`src/design/cmpc_cfg.svh`:
```
// Purpose: constants for the comparator control block
// Assumes: wishbone byte address = 4 * register index
// Notes:   definitions only
`ifndef CMPC_CFG_SVH
`define CMPC_CFG_SVH

// ********************
// register indices (byte address is four times the index)
// ********************
`define CMPC_IDX_IRQ_MODE     15'h00d5
`define CMPC_IDX_OC_CFG       15'h00d6
`define CMPC_IDX_FLAGS        15'h00d7
`define CMPC_IDX_GROUP_CFG    15'h00da
`define CMPC_IDX_SAMPLE_DBG   15'h00dc
`define CMPC_IDX_SWITCH_CTL   15'h00e1
`define CMPC_IDX_SAMPLE_TIME  15'h40ad

// ********************
// reset values and writable-bit masks
// ********************
`define CMPC_RST_IRQ_MODE     8'h00
`define CMPC_RST_OC_CFG       8'h00
`define CMPC_RST_GROUP_CFG    8'h00
`define CMPC_RST_SAMPLE_DBG   8'h00
`define CMPC_RST_SWITCH_CTL   8'h00
`define CMPC_RST_SAMPLE_TIME  8'h01
`define CMPC_MASK_OC_CFG      8'h7b
`define CMPC_MASK_GROUP_CFG   8'hf9
`define CMPC_MASK_SWITCH_CTL  8'h16

// ********************
// field positions
// ********************
`define CMPC_OC_IRQ_MODE      7:6
`define CMPC_OC_INPUT_MODE    6:5
`define CMPC_OC_ENABLE        4
`define CMPC_OC_HYST          3
`define CMPC_GROUP_HYST       1:0
`define CMPC_BUS_ENABLE       7
`define CMPC_GROUP_MODE       6:5
`define CMPC_GROUP_SEL        4:3
`define CMPC_GROUP_ENABLE     0
`define CMPC_DT_SAMPLE_EN     7
`define CMPC_DEBUG_SEL        6:5
`define CMPC_SAMPLE_SEL       4:3
`define CMPC_TEST_SEL         2:0
`define CMPC_BUS_RESULT       7
`define CMPC_BUS_PIN_SWITCH   4
`define CMPC_SCALE_UP         2
`define CMPC_GROUP_SWITCH     1
`define CMPC_ON_DELAY         7:4
`define CMPC_OFF_LEAD         3:0

// ********************
// timing: sample delay unit in clocks, normal and scaled up
// ********************
`define CMPC_DELAY_UNIT       10'd8
`define CMPC_DELAY_UNIT_X4    10'd32
`define CMPC_CNT_MAX          10'h3ff

`endif

```
`src/design/cmpc_pkg.sv`:
```
// Purpose: types of the comparator control block
// Assumes: constants live in cmpc_cfg.svh
// Notes:   the whole module state is one packed struct
package cmpc_pkg;

    typedef struct packed {
        logic       ack;
        logic [7:0] rdata;
        logic [7:0] irq_mode;
        logic [7:0] oc_cfg;
        logic [7:0] group_cfg;
        logic [7:0] sample_dbg;
        logic [7:0] switch_ctl;
        logic [7:0] sample_time;
        logic [3:0] flags;
        logic [3:0] irq;
        logic [3:0] cmp_prev;
        logic [2:0] grp_sampled;
        logic [9:0] cnt;
        logic       pwm_prev;
        logic       window;
        logic       moe_clear;
        logic       test_pin;
        logic [2:0] oc_input_cfg;
        logic [2:0] grp_run;
        logic       grp_alt_inputs;
        logic       bus_pin_switch;
        logic       filter_scale;
    } cmpc_state_t;

endpackage

```
`src/design/cmpc_ctrl.sv`:
```
// Purpose: register control, sampling and event logic around five comparators
// Assumes: classic wishbone slave, 100 MHz clk_i, sync active-high reset
// Notes:   analog comparators sit outside; this block drives their controls
//
// Functional notes
// - over-current mode: none, rising, falling interrupt
// - mode 11 rising edge kills output enable
// - group modes: none, rising, falling, both edges
// - over-current input config: single, dual, three
// - over-current enable and hysteresis select bits
// - shared group hysteresis code drives analog
// - bus-current and group enables, one bit each
// - group mode selects group input wiring
// - group selection resets 00, picks comparators
// - motor timer rewrites group selection field
// - input switching only valid in mode 01
// - dead-time sampling enable bit
// - debug select drives the test pin
// - sampling select: phases and delayed windows
// - output select routes comparator to test pin
// - bus-current switching reroutes comparator inputs
// - scale-up multiplies sampling base period by four
// - delay is 8 or 32 times field clocks
// - event flags: write 0 clears, 1 ignored
//
// Decided for this implementation: the Wishbone interface to the registers.
`timescale 1ns/1ps
`include "cmpc_cfg.svh"

module cmpc_ctrl
(
    // clock and reset
    input  wire logic        clk_i,
    input  wire logic        rst_i,
    // wishbone slave
    input  wire logic        wb_cyc_i,
    input  wire logic        wb_stb_i,
    input  wire logic        wb_we_i,
    input  wire logic [16:0] wb_adr_i,
    input  wire logic [3:0]  wb_sel_i,
    input  wire logic [31:0] wb_dat_i,
    output logic      [31:0] wb_dat_o,
    output logic             wb_ack_o,
    // comparator results: 0..2 group, 3 over-current, 4 bus current
    input  wire logic [4:0]  cmp_result_i,
    // pwm timing and debug sources
    input  wire logic        pwm_on_i,
    input  wire logic        dead_time_i,
    input  wire logic        zero_crossing_point_i,
    input  wire logic        adc_trigger_i,
    input  wire logic        angle_flag_i,
    // motor timer access to group selection
    input  wire logic        timer_comparator_gate_i,
    input  wire logic [1:0]  timer_group_selection_i,
    // analog controls
    output logic             overcurrent_comparator_enable_o,
    output logic [2:0]       overcurrent_input_config_o,
    output logic             overcurrent_hysteresis_select_o,
    output logic [1:0]       group_hysteresis_code_o,
    output logic             bus_current_comparator_enable_o,
    output logic             group_enable_o,
    output logic [1:0]       group_wiring_mode_o,
    output logic [2:0]       group_comparator_run_o,
    output logic             group_input_switching_o,
    output logic             bus_current_pin_switching_o,
    output logic             sampling_scale_up_enable_o,
    output logic             deadtime_sampling_enable_o,
    // results and events
    output logic [2:0]       group_sampled_o,
    output logic             sample_window_o,
    output logic [3:0]       irq_request_o,
    output logic             motor_output_enable_clear_o,
    output logic             test_pin_o
);

    // ********************
    // state
    // ********************
    cmpc_pkg::cmpc_state_t s_ff;
    cmpc_pkg::cmpc_state_t nxt_s;

    logic        acc;
    logic        wr;
    logic [14:0] idx;
    logic [7:0]  wd;
    logic [7:0]  rd;
    logic [3:0]  rise;
    logic [3:0]  fall;
    logic [3:0]  ev_set;
    logic [3:0]  ev_clr;
    logic [3:0]  irq_allow;
    logic [3:0]  cmp_now;
    logic [1:0]  oc_mode;
    logic [1:0]  gsel;
    logic [1:0]  gmode;
    logic [1:0]  sampling_phase_select;
    logic [9:0]  unit;
    logic [9:0]  on_cyc;
    logic [9:0]  tail_cyc;
    logic        edge_pwm;
    logic        cur_sel;
    logic        prev_sel;
    logic [2:0]  tsel;

    assign idx = wb_adr_i[16:2];
    assign acc = wb_cyc_i & wb_stb_i & ~s_ff.ack;
    assign wr  = acc & wb_we_i & wb_sel_i[0];
    assign wd  = wb_dat_i[7:0];

    // ********************
    // read multiplexer
    // ********************
    always_comb
    begin
        unique case (idx)
            `CMPC_IDX_IRQ_MODE:    rd = s_ff.irq_mode;
            `CMPC_IDX_OC_CFG:      rd = s_ff.oc_cfg;
            `CMPC_IDX_FLAGS:       rd = {s_ff.flags, cmp_result_i[3:0]};
            `CMPC_IDX_GROUP_CFG:   rd = s_ff.group_cfg;
            `CMPC_IDX_SAMPLE_DBG:  rd = s_ff.sample_dbg;
            `CMPC_IDX_SWITCH_CTL:  rd = s_ff.switch_ctl | {cmp_result_i[4], 7'h00};
            `CMPC_IDX_SAMPLE_TIME: rd = s_ff.sample_time;
            default:               rd = 8'h00;
        endcase
    end

    // ********************
    // next state
    // ********************
    always_comb
    begin
        nxt_s           = s_ff;
        nxt_s.ack       = acc;
        nxt_s.moe_clear = 1'b0;
        if (acc)
        begin
            nxt_s.rdata = rd;
        end
        ev_clr = 4'h0;

        // register writes; masks keep reserved bits at zero
        if (wr)
        begin
            unique case (idx)
                `CMPC_IDX_IRQ_MODE:    nxt_s.irq_mode = wd;
                `CMPC_IDX_OC_CFG:      nxt_s.oc_cfg = wd & `CMPC_MASK_OC_CFG;
                `CMPC_IDX_FLAGS:       ev_clr = ~wd[7:4];
                `CMPC_IDX_GROUP_CFG:   nxt_s.group_cfg = wd & `CMPC_MASK_GROUP_CFG;
                `CMPC_IDX_SAMPLE_DBG:  nxt_s.sample_dbg = wd;
                `CMPC_IDX_SWITCH_CTL:  nxt_s.switch_ctl = wd & `CMPC_MASK_SWITCH_CTL;
                `CMPC_IDX_SAMPLE_TIME: nxt_s.sample_time = wd;
                default:               ;
            endcase
        end

        // the timer has the last word on the selection in square-wave drive
        if (timer_comparator_gate_i)
        begin
            nxt_s.group_cfg[`CMPC_GROUP_SEL] = timer_group_selection_i;
        end

        // ------------------------------------------------------------
        // sampling window
        // ------------------------------------------------------------
        sampling_phase_select   = s_ff.sample_dbg[`CMPC_SAMPLE_SEL];
        unit     = s_ff.switch_ctl[`CMPC_SCALE_UP] ? `CMPC_DELAY_UNIT_X4
                                                    : `CMPC_DELAY_UNIT;
        on_cyc   = 10'(unit * {6'h00, s_ff.sample_time[`CMPC_ON_DELAY]});
        tail_cyc = on_cyc - 10'(unit * {6'h00, s_ff.sample_time[`CMPC_OFF_LEAD]});
        edge_pwm = pwm_on_i ^ s_ff.pwm_prev;
        cur_sel  = pwm_on_i ? sampling_phase_select[1] : sampling_phase_select[0];
        prev_sel = pwm_on_i ? sampling_phase_select[0] : sampling_phase_select[1];
        nxt_s.pwm_prev = pwm_on_i;
        if (edge_pwm)
        begin
            nxt_s.cnt = 10'h000;
        end
        else if (s_ff.cnt != `CMPC_CNT_MAX)
        begin
            nxt_s.cnt = s_ff.cnt + 10'h001;
        end
        // window opens on-delay after an edge and closes on-delay minus
        // off-lead after the following edge
        if (sampling_phase_select == 2'b00)
        begin
            nxt_s.window = 1'b1;
        end
        else
        begin
            nxt_s.window = (cur_sel && nxt_s.cnt >= on_cyc)
                         || (prev_sel && nxt_s.cnt < tail_cyc);
        end
        if (dead_time_i && !s_ff.sample_dbg[`CMPC_DT_SAMPLE_EN])
        begin
            nxt_s.window = 1'b0;
        end
        if (s_ff.window)
        begin
            nxt_s.grp_sampled = cmp_result_i[2:0];
        end

        // ------------------------------------------------------------
        // edge events: group uses sampled results, over-current raw
        // ------------------------------------------------------------
        cmp_now = {cmp_result_i[3], s_ff.grp_sampled};
        nxt_s.cmp_prev = cmp_now;
        rise = cmp_now & ~s_ff.cmp_prev;
        fall = ~cmp_now & s_ff.cmp_prev;
        oc_mode = s_ff.irq_mode[`CMPC_OC_IRQ_MODE];
        for (int i = 0; i < 3; i++)
        begin
            ev_set[i] = (rise[i] & s_ff.irq_mode[2*i])
                      | (fall[i] & s_ff.irq_mode[2*i+1]);
        end
        ev_set[3] = (rise[3] & oc_mode[0]) | (fall[3] & oc_mode == 2'b10);
        irq_allow = {oc_mode != 2'b11, 3'b111};
        if (rise[3] && oc_mode == 2'b11)
        begin
            nxt_s.moe_clear = 1'b1;
        end
        // an event in the clearing cycle survives
        nxt_s.flags = (s_ff.flags & ~ev_clr) | ev_set;
        nxt_s.irq   = nxt_s.flags & irq_allow;

        // ------------------------------------------------------------
        // analog control decode
        // ------------------------------------------------------------
        unique case (s_ff.oc_cfg[`CMPC_OC_INPUT_MODE])
            2'b00:   nxt_s.oc_input_cfg = 3'b001;
            2'b01:   nxt_s.oc_input_cfg = 3'b010;
            default: nxt_s.oc_input_cfg = 3'b100;
        endcase
        gsel  = s_ff.group_cfg[`CMPC_GROUP_SEL];
        gmode = s_ff.group_cfg[`CMPC_GROUP_MODE];
        unique case (gsel)
            2'b00:   nxt_s.grp_run = (gmode == 2'b11) ? 3'b011 : 3'b111;
            2'b01:   nxt_s.grp_run = 3'b001;
            2'b10:   nxt_s.grp_run = 3'b010;
            default: nxt_s.grp_run = (gmode == 2'b11) ? 3'b000 : 3'b100;
        endcase
        if (!s_ff.group_cfg[`CMPC_GROUP_ENABLE])
        begin
            nxt_s.grp_run = 3'b000;
        end
        nxt_s.grp_alt_inputs = s_ff.switch_ctl[`CMPC_GROUP_SWITCH]
                             && gmode == 2'b01;
        nxt_s.bus_pin_switch = s_ff.switch_ctl[`CMPC_BUS_PIN_SWITCH];
        nxt_s.filter_scale   = s_ff.switch_ctl[`CMPC_SCALE_UP];

        // ------------------------------------------------------------
        // test pin: debug select wins over comparator select
        // ------------------------------------------------------------
        tsel = s_ff.sample_dbg[`CMPC_TEST_SEL];
        unique case (s_ff.sample_dbg[`CMPC_DEBUG_SEL])
            2'b01:   nxt_s.test_pin = zero_crossing_point_i;
            2'b10:   nxt_s.test_pin = adc_trigger_i;
            2'b11:   nxt_s.test_pin = s_ff.window;
            default:
            begin
                if (tsel >= 3'b001 && tsel <= 3'b101)
                begin
                    nxt_s.test_pin = cmp_result_i[3'(tsel - 3'b001)];
                end
                else
                begin
                    nxt_s.test_pin = (tsel == 3'b111) & angle_flag_i;
                end
            end
        endcase
    end

    // ********************
    // state register
    // ********************
    always_ff @(posedge clk_i)
    begin
        if (rst_i)
        begin
            s_ff             <= '0;
            s_ff.irq_mode    <= `CMPC_RST_IRQ_MODE;
            s_ff.oc_cfg      <= `CMPC_RST_OC_CFG;
            s_ff.group_cfg   <= `CMPC_RST_GROUP_CFG;
            s_ff.sample_dbg  <= `CMPC_RST_SAMPLE_DBG;
            s_ff.switch_ctl  <= `CMPC_RST_SWITCH_CTL;
            s_ff.sample_time <= `CMPC_RST_SAMPLE_TIME;
            s_ff.window      <= 1'b1;
            s_ff.oc_input_cfg <= 3'b001;
        end
        else
        begin
            s_ff <= nxt_s;
        end
    end

    // ********************
    // outputs, all from the state register
    // ********************
    assign wb_dat_o = {24'h000000, s_ff.rdata};
    assign wb_ack_o = s_ff.ack;
    assign overcurrent_comparator_enable_o = s_ff.oc_cfg[`CMPC_OC_ENABLE];
    assign overcurrent_input_config_o      = s_ff.oc_input_cfg;
    assign overcurrent_hysteresis_select_o = s_ff.oc_cfg[`CMPC_OC_HYST];
    assign group_hysteresis_code_o         = s_ff.oc_cfg[`CMPC_GROUP_HYST];
    assign bus_current_comparator_enable_o = s_ff.group_cfg[`CMPC_BUS_ENABLE];
    assign group_enable_o                  = s_ff.group_cfg[`CMPC_GROUP_ENABLE];
    assign group_wiring_mode_o             = s_ff.group_cfg[`CMPC_GROUP_MODE];
    assign group_comparator_run_o          = s_ff.grp_run;
    assign group_input_switching_o         = s_ff.grp_alt_inputs;
    assign bus_current_pin_switching_o     = s_ff.bus_pin_switch;
    assign sampling_scale_up_enable_o      = s_ff.filter_scale;
    assign deadtime_sampling_enable_o      = s_ff.sample_dbg[`CMPC_DT_SAMPLE_EN];
    assign group_sampled_o                 = s_ff.grp_sampled;
    assign sample_window_o                 = s_ff.window;
    assign irq_request_o                   = s_ff.irq;
    assign motor_output_enable_clear_o     = s_ff.moe_clear;
    assign test_pin_o                      = s_ff.test_pin;

endmodule // cmpc_ctrl

```
`config.mk`:
```
export PLATFORM = sky130hd
export DESIGN_NAME = cmpc_ctrl
export DESIGN_NICKNAME = d
export VERILOG_FILES = /design/src/design/cmpc_pkg.sv /design/src/design/cmpc_ctrl.sv
export VERILOG_INCLUDE_DIRS = /design/src /design/src/design
export SDC_FILE = /design/constraint.sdc
export NUM_CORES = 1
export LEC_CHECK = 0
export BUFFER_PORTS_ARGS = -buffer_cell sky130_fd_sc_hd__buf_2
export CAP_MARGIN = 20
export CELL_PAD_IN_SITES_DETAIL_PLACEMENT = 1
export CELL_PAD_IN_SITES_GLOBAL_PLACEMENT = 1
export CORE_MARGIN = 2
export CORE_UTILIZATION = 36
export DETAILED_ROUTE_END_ITERATION = 8
export GPL_TIMING_DRIVEN = 1
export PLACE_DENSITY = 0.73
export SETUP_SLACK_MARGIN = 0.3
export SLEW_MARGIN = 20
export SYNTH_ARGS = -nofsm -noshare
export SYNTH_HDL_FRONTEND = slang
export SYNTH_SLANG_ARGS = --single-unit
```
`constraint.sdc`:
```
create_clock -name clk_i -period 3.52 [get_ports clk_i]
set_input_delay 0.528 -clock clk_i [delete_from_list [all_inputs] [get_ports clk_i]]
set_output_delay 0.528 -clock clk_i [all_outputs]
set_load 0.02 [all_outputs]
```
==> flow_metrics.py <==
metrics = {
    "drt": {
        "met3_wirelength_um": 651,
        "wl_per_cell_um": 18.6,
        "ant_nets": 0,
        "wl_met1_um": 6700,
        "vias": 4198,
        "top_layer": "met4",
        "drt-pass1-iter-count": 4,
        "viasPerCell": 5.25,
        "drc": 0,
        "dr.first_iter.drc_count": 190,
        "drt-total-wl_um": 14900,
        "route.met2.wl_um": 7290,
    },
    "floorplan": {
        "initial_utilization_pct": 36.5,
        "die-area_um2": 14900,
        "boundaryPins": 132,
        "rows": 43,
        "die_w_um": 122,
        "fp.coreArea_um2": 13700,
        "die_h_um": 122,
    },
    "finish": {
        "diodes": 0,
        "layout-drive-gt1-share_pct": 23.3,
        "fillers": 1662,
        "areaGrowthSynthToFinish_pct": 13.9,
        "final_cells": 799,
        "fin_nets": 717,
    },
    "setup_path": {
        "critPathMostFrequentCell": "ha_1",
        "critPathKind": "register to register",
        "end_kind": "register",
        "crit_path_cell_trace": "buf_8 > and2_1 > ha_1 > xnor2_2 > ha_1 > inv_1 > ha_1 > o21ai_1 > a21oi_1 > xor2_1 > ha_1 > o2111ai_1 > a21oi_1 > o21ai_1 > a31o_2",
        "critPathSlowestCell": "dfxtp_2",
        "arrival_ps": 3440,
        "crit_fanout": 11,
        "r2r_start": "nxt_s[0]$_SDFFE_PP0P_",
        "worstSetupPathDepth": 15,
        "cp_top_family": "adder cells",
        "reg2reg_depth": 15,
        "slowest_delay_ps": 340,
        "cp-start-kind": "register",
        "reg2reg_slack_ps": 320,
        "path_buf_inv": 2,
        "crit_required_ps": 3750,
        "startpoint": "nxt_s[0]$_SDFFE_PP0P_",
        "endpoint": "sample_window_o$_SDFF_PP1_",
        "reg2reg_to": "sample_window_o$_SDFF_PP1_",
    },
    "synth": {
        "synth_ff_type": "dfxtp_1",
        "synth_largest_area_cell": "dfxtp_1",
        "syn_inst": 559,
        "synthArstFlopShare_pct": 0,
        "syn_area_um2": 5010,
        "ys_warn_count": 0,
        "synth_edf_count": 0,
        "syn_avg_cell_area_um2": 8.97,
        "synth_top_cell_area_share_pct": 33.1,
        "ys_seq_area_share_pct": 33.1,
        "yosys-top-cells-area": "dfxtp_1 33%, ha_1 7.7%, mux2i_1 7.4%, buf_4 7.3%, nor2_1 4.8%",
        "ys_seq_elements": 83,
        "synth_cell_types": 66,
    },
    "clock_tree": {
        "clock-sinks": 83,
        "h-tree-depth": 3,
        "clk_pin_slew_ps": 70,
        "root_buffer": "clkbuf_16",
        "tritoncts": "built",
        "clockBufferDepth": 2,
        "worst_skew_pair.late_latency_ps": 350,
        "holdBufCountCts": 0,
        "cts_made_buffers": 9,
    },
    "power_and_ir_drop": {
        "comb_power_share_pct": 9.2,
        "ir_drop_mv": 0.244,
        "powerDensity_nw_per_um2": 360,
        "p_int_mw": 1.52,
        "power.share.sequential_pct": 46.6,
        "leakage_nw": 2.67,
        "switching_share_pct": 26.2,
        "pwr-share-clk_pct": 44.2,
        "p_sw_mw": 0.540,
    },
    "placed_design": {
        "dpl.cell_count": 779,
        "io_buffers": 78,
        "hpwl_um": 11100,
        "gp_congestion": 0.875,
    },
    "sta": {
        "rsz0062_at_grt": "yes",
        "slew_viol_final": 0,
        "timing.setup.tns_ps": 0,
        "period_share_pct": 91.0,
        "setup_viol": 0,
        "tightest_slew_ps": 754,
        "period_minus_slack_ps": 3200,
        "skew_ps": 12.0,
        "timing.fmax_mhz": 312,
        "relSlewSlack_pct": 49.6,
        "hold_violations": 0,
    },
    "grt": {
        "antenna_found_initial": 0,
        "track_usage_pct": 20.4,
        "grt_pass1_wl_um": 23200,
        "first_global_vias": 4417,
        "grt_overflow": 0,
        "grt_max_degree": 57,
    },
    "hold_path": {
        "hold_class": "input pin to register",
    },
    "outcome": {
        "outcome": "completed",
    },
    "flow_run": {
        "max_cap_viol_count": 0,
    },
}
[cell type report]
type                       instances  area [um^2]  share of cell area (%)
timing repair buffer              89          480                    8.42
multi-input combinational        413         2980                    52.3
sequential                        83         1660                    29.1
inverter                          18         70.1                    1.23
clock inverter                     6         47.5                   0.833
clock buffer                      10          239                    4.19
tap                              180          225                    3.95
[synth_stat cells, types with 5 or more instances]
library cell / instances
nand2b_1: 5
ha_1: 31
dfxtp_1: 83
mux2_2: 9
a21oi_1: 23
buf_4: 49
a22o_1: 11
and2_1: 7
o21a_1: 6
nor2b_1: 20
nor3b_1: 6
nor3_1: 10
nand2_1: 28
nand4_1: 8
xor2_1: 9
mux2i_1: 37
xnor2_1: 5
nor2_1: 64
clkbuf_1: 13
nand3_1: 23
inv_1: 18
a221o_1: 5
o21ai_0: 11
[metal layers]
layer,vias to the layer above,GRT usage (%)
met5,-,0
met4,0,7.11
met3,16,3.32
met2,99,34.4
met1,2065,26.2
li1,2018,-
[repair_timing]
item,CTS,global route
gates cloned,0,0
endpoints found under the hold margin,0,0
endpoints found under the setup margin,1,1
resized for setup,14,6
setup buffers,4,0
pin swaps,8,6
[power by group through the flow]
stage	Sequential, mW	Clock [mW]	Combinational, mW
2_1_floorplan	0.978	0	0.131
3_3_place_gp	0.979	0	0.169
3_5_place_dp	0.980	0	0.177
4_1_cts	0.959	0.923	0.186
5_1_grt	0.960	0.974	0.206
6_report	0.959	0.909	0.188
[worst reg2reg max path: stages (launching register included)]
cell and delay, ps:
dfxtp_2 340, buf_8 140, and2_1 160, ha_1 330, xnor2_2 250, ha_1 280, inv_1 70, ha_1 260
o21ai_1 100, a21oi_1 90, xor2_1 180, ha_1 330, o2111ai_1 120, a21oi_1 150, o21ai_1 80, a31o_2 230
[how the worst min path moves through the flow]
stage                                               to  slack [ps]  depth (start not counted)                startpoint
finish                 group_sampled_o[0]$_SDFFE_PP0P_         470                          3           cmp_result_i[0]
detailed placement  group_input_switching_o$_SDFF_PP0_         470                          2     s_ff[47]$_SDFFE_PP0P_
floorplan           group_input_switching_o$_SDFF_PP0_         430                          2     s_ff[47]$_SDFFE_PP0P_
CTS                    group_sampled_o[0]$_SDFFE_PP0P_         470                          3           cmp_result_i[0]
global placement              wb_dat_o[5]$_SDFFE_PP0P_         460                          1  wb_dat_o[5]$_SDFFE_PP0P_
global route           group_sampled_o[0]$_SDFFE_PP0P_         480                          3           cmp_result_i[0]
[flip-flops by register name, indices dropped and copies added, names as in the netlist, 3 cells and up]
name	cells
group_sampled_o	3
group_comparator_run_o	3
wb_dat_o	8
s_ff	43
overcurrent_input_config_o	3
[logic make-up after synthesis]
| logic type | after synthesis | share of synthesized area (%) |
|---|---|---|
| buf+inv | 89 | 11.0 |
| xor+xnor | 14 | 2.45 |
| mux | 47 | 9.86 |
| compound gates | 86 | 12.3 |
| simple gates | 207 | 23.1 |
| other cells | 1 | 0.0748 |
| fa+ha+maj | 32 | 8.14 |
| flops | 83 | 33.1 |
[placed cells by master (no fill, tap or decap), drive strengths merged, types with 4 or more instances in the layout]
cell	instances
and2	7
nor3	11
nand2	28
a22o	11
nor3b	6
mux2	9
nor2b	20
dfxtp	83
a32o	4
xor2	9
ha	31
o21a	7
a21oi	23
o22a	4
and3b	4
nand2b	5
o21ai	11
xnor2	5
nand3	24
a221o	5
nand4	10
nor2	65
conb	27
inv	21
nor4	6
clkbuf	10
buf	89
mux2i	37
nor4bb	4
a31oi	4
[per-stage QoR]
step	utilization, %	setup slack, ps	cell area [um^2]	hold slack, ps	power, mW
floorplan	-	312	5110	427	1.11
CTS	41.4	308	5670	470	2.07
global route	41.6	174	5710	480	2.14
finish	41.6	315	5710	470	2.06
global placement	38.6	166	5300	463	1.15
detailed placement	38.6	110	5300	466	1.16
(Power assumes the default switching activity.)
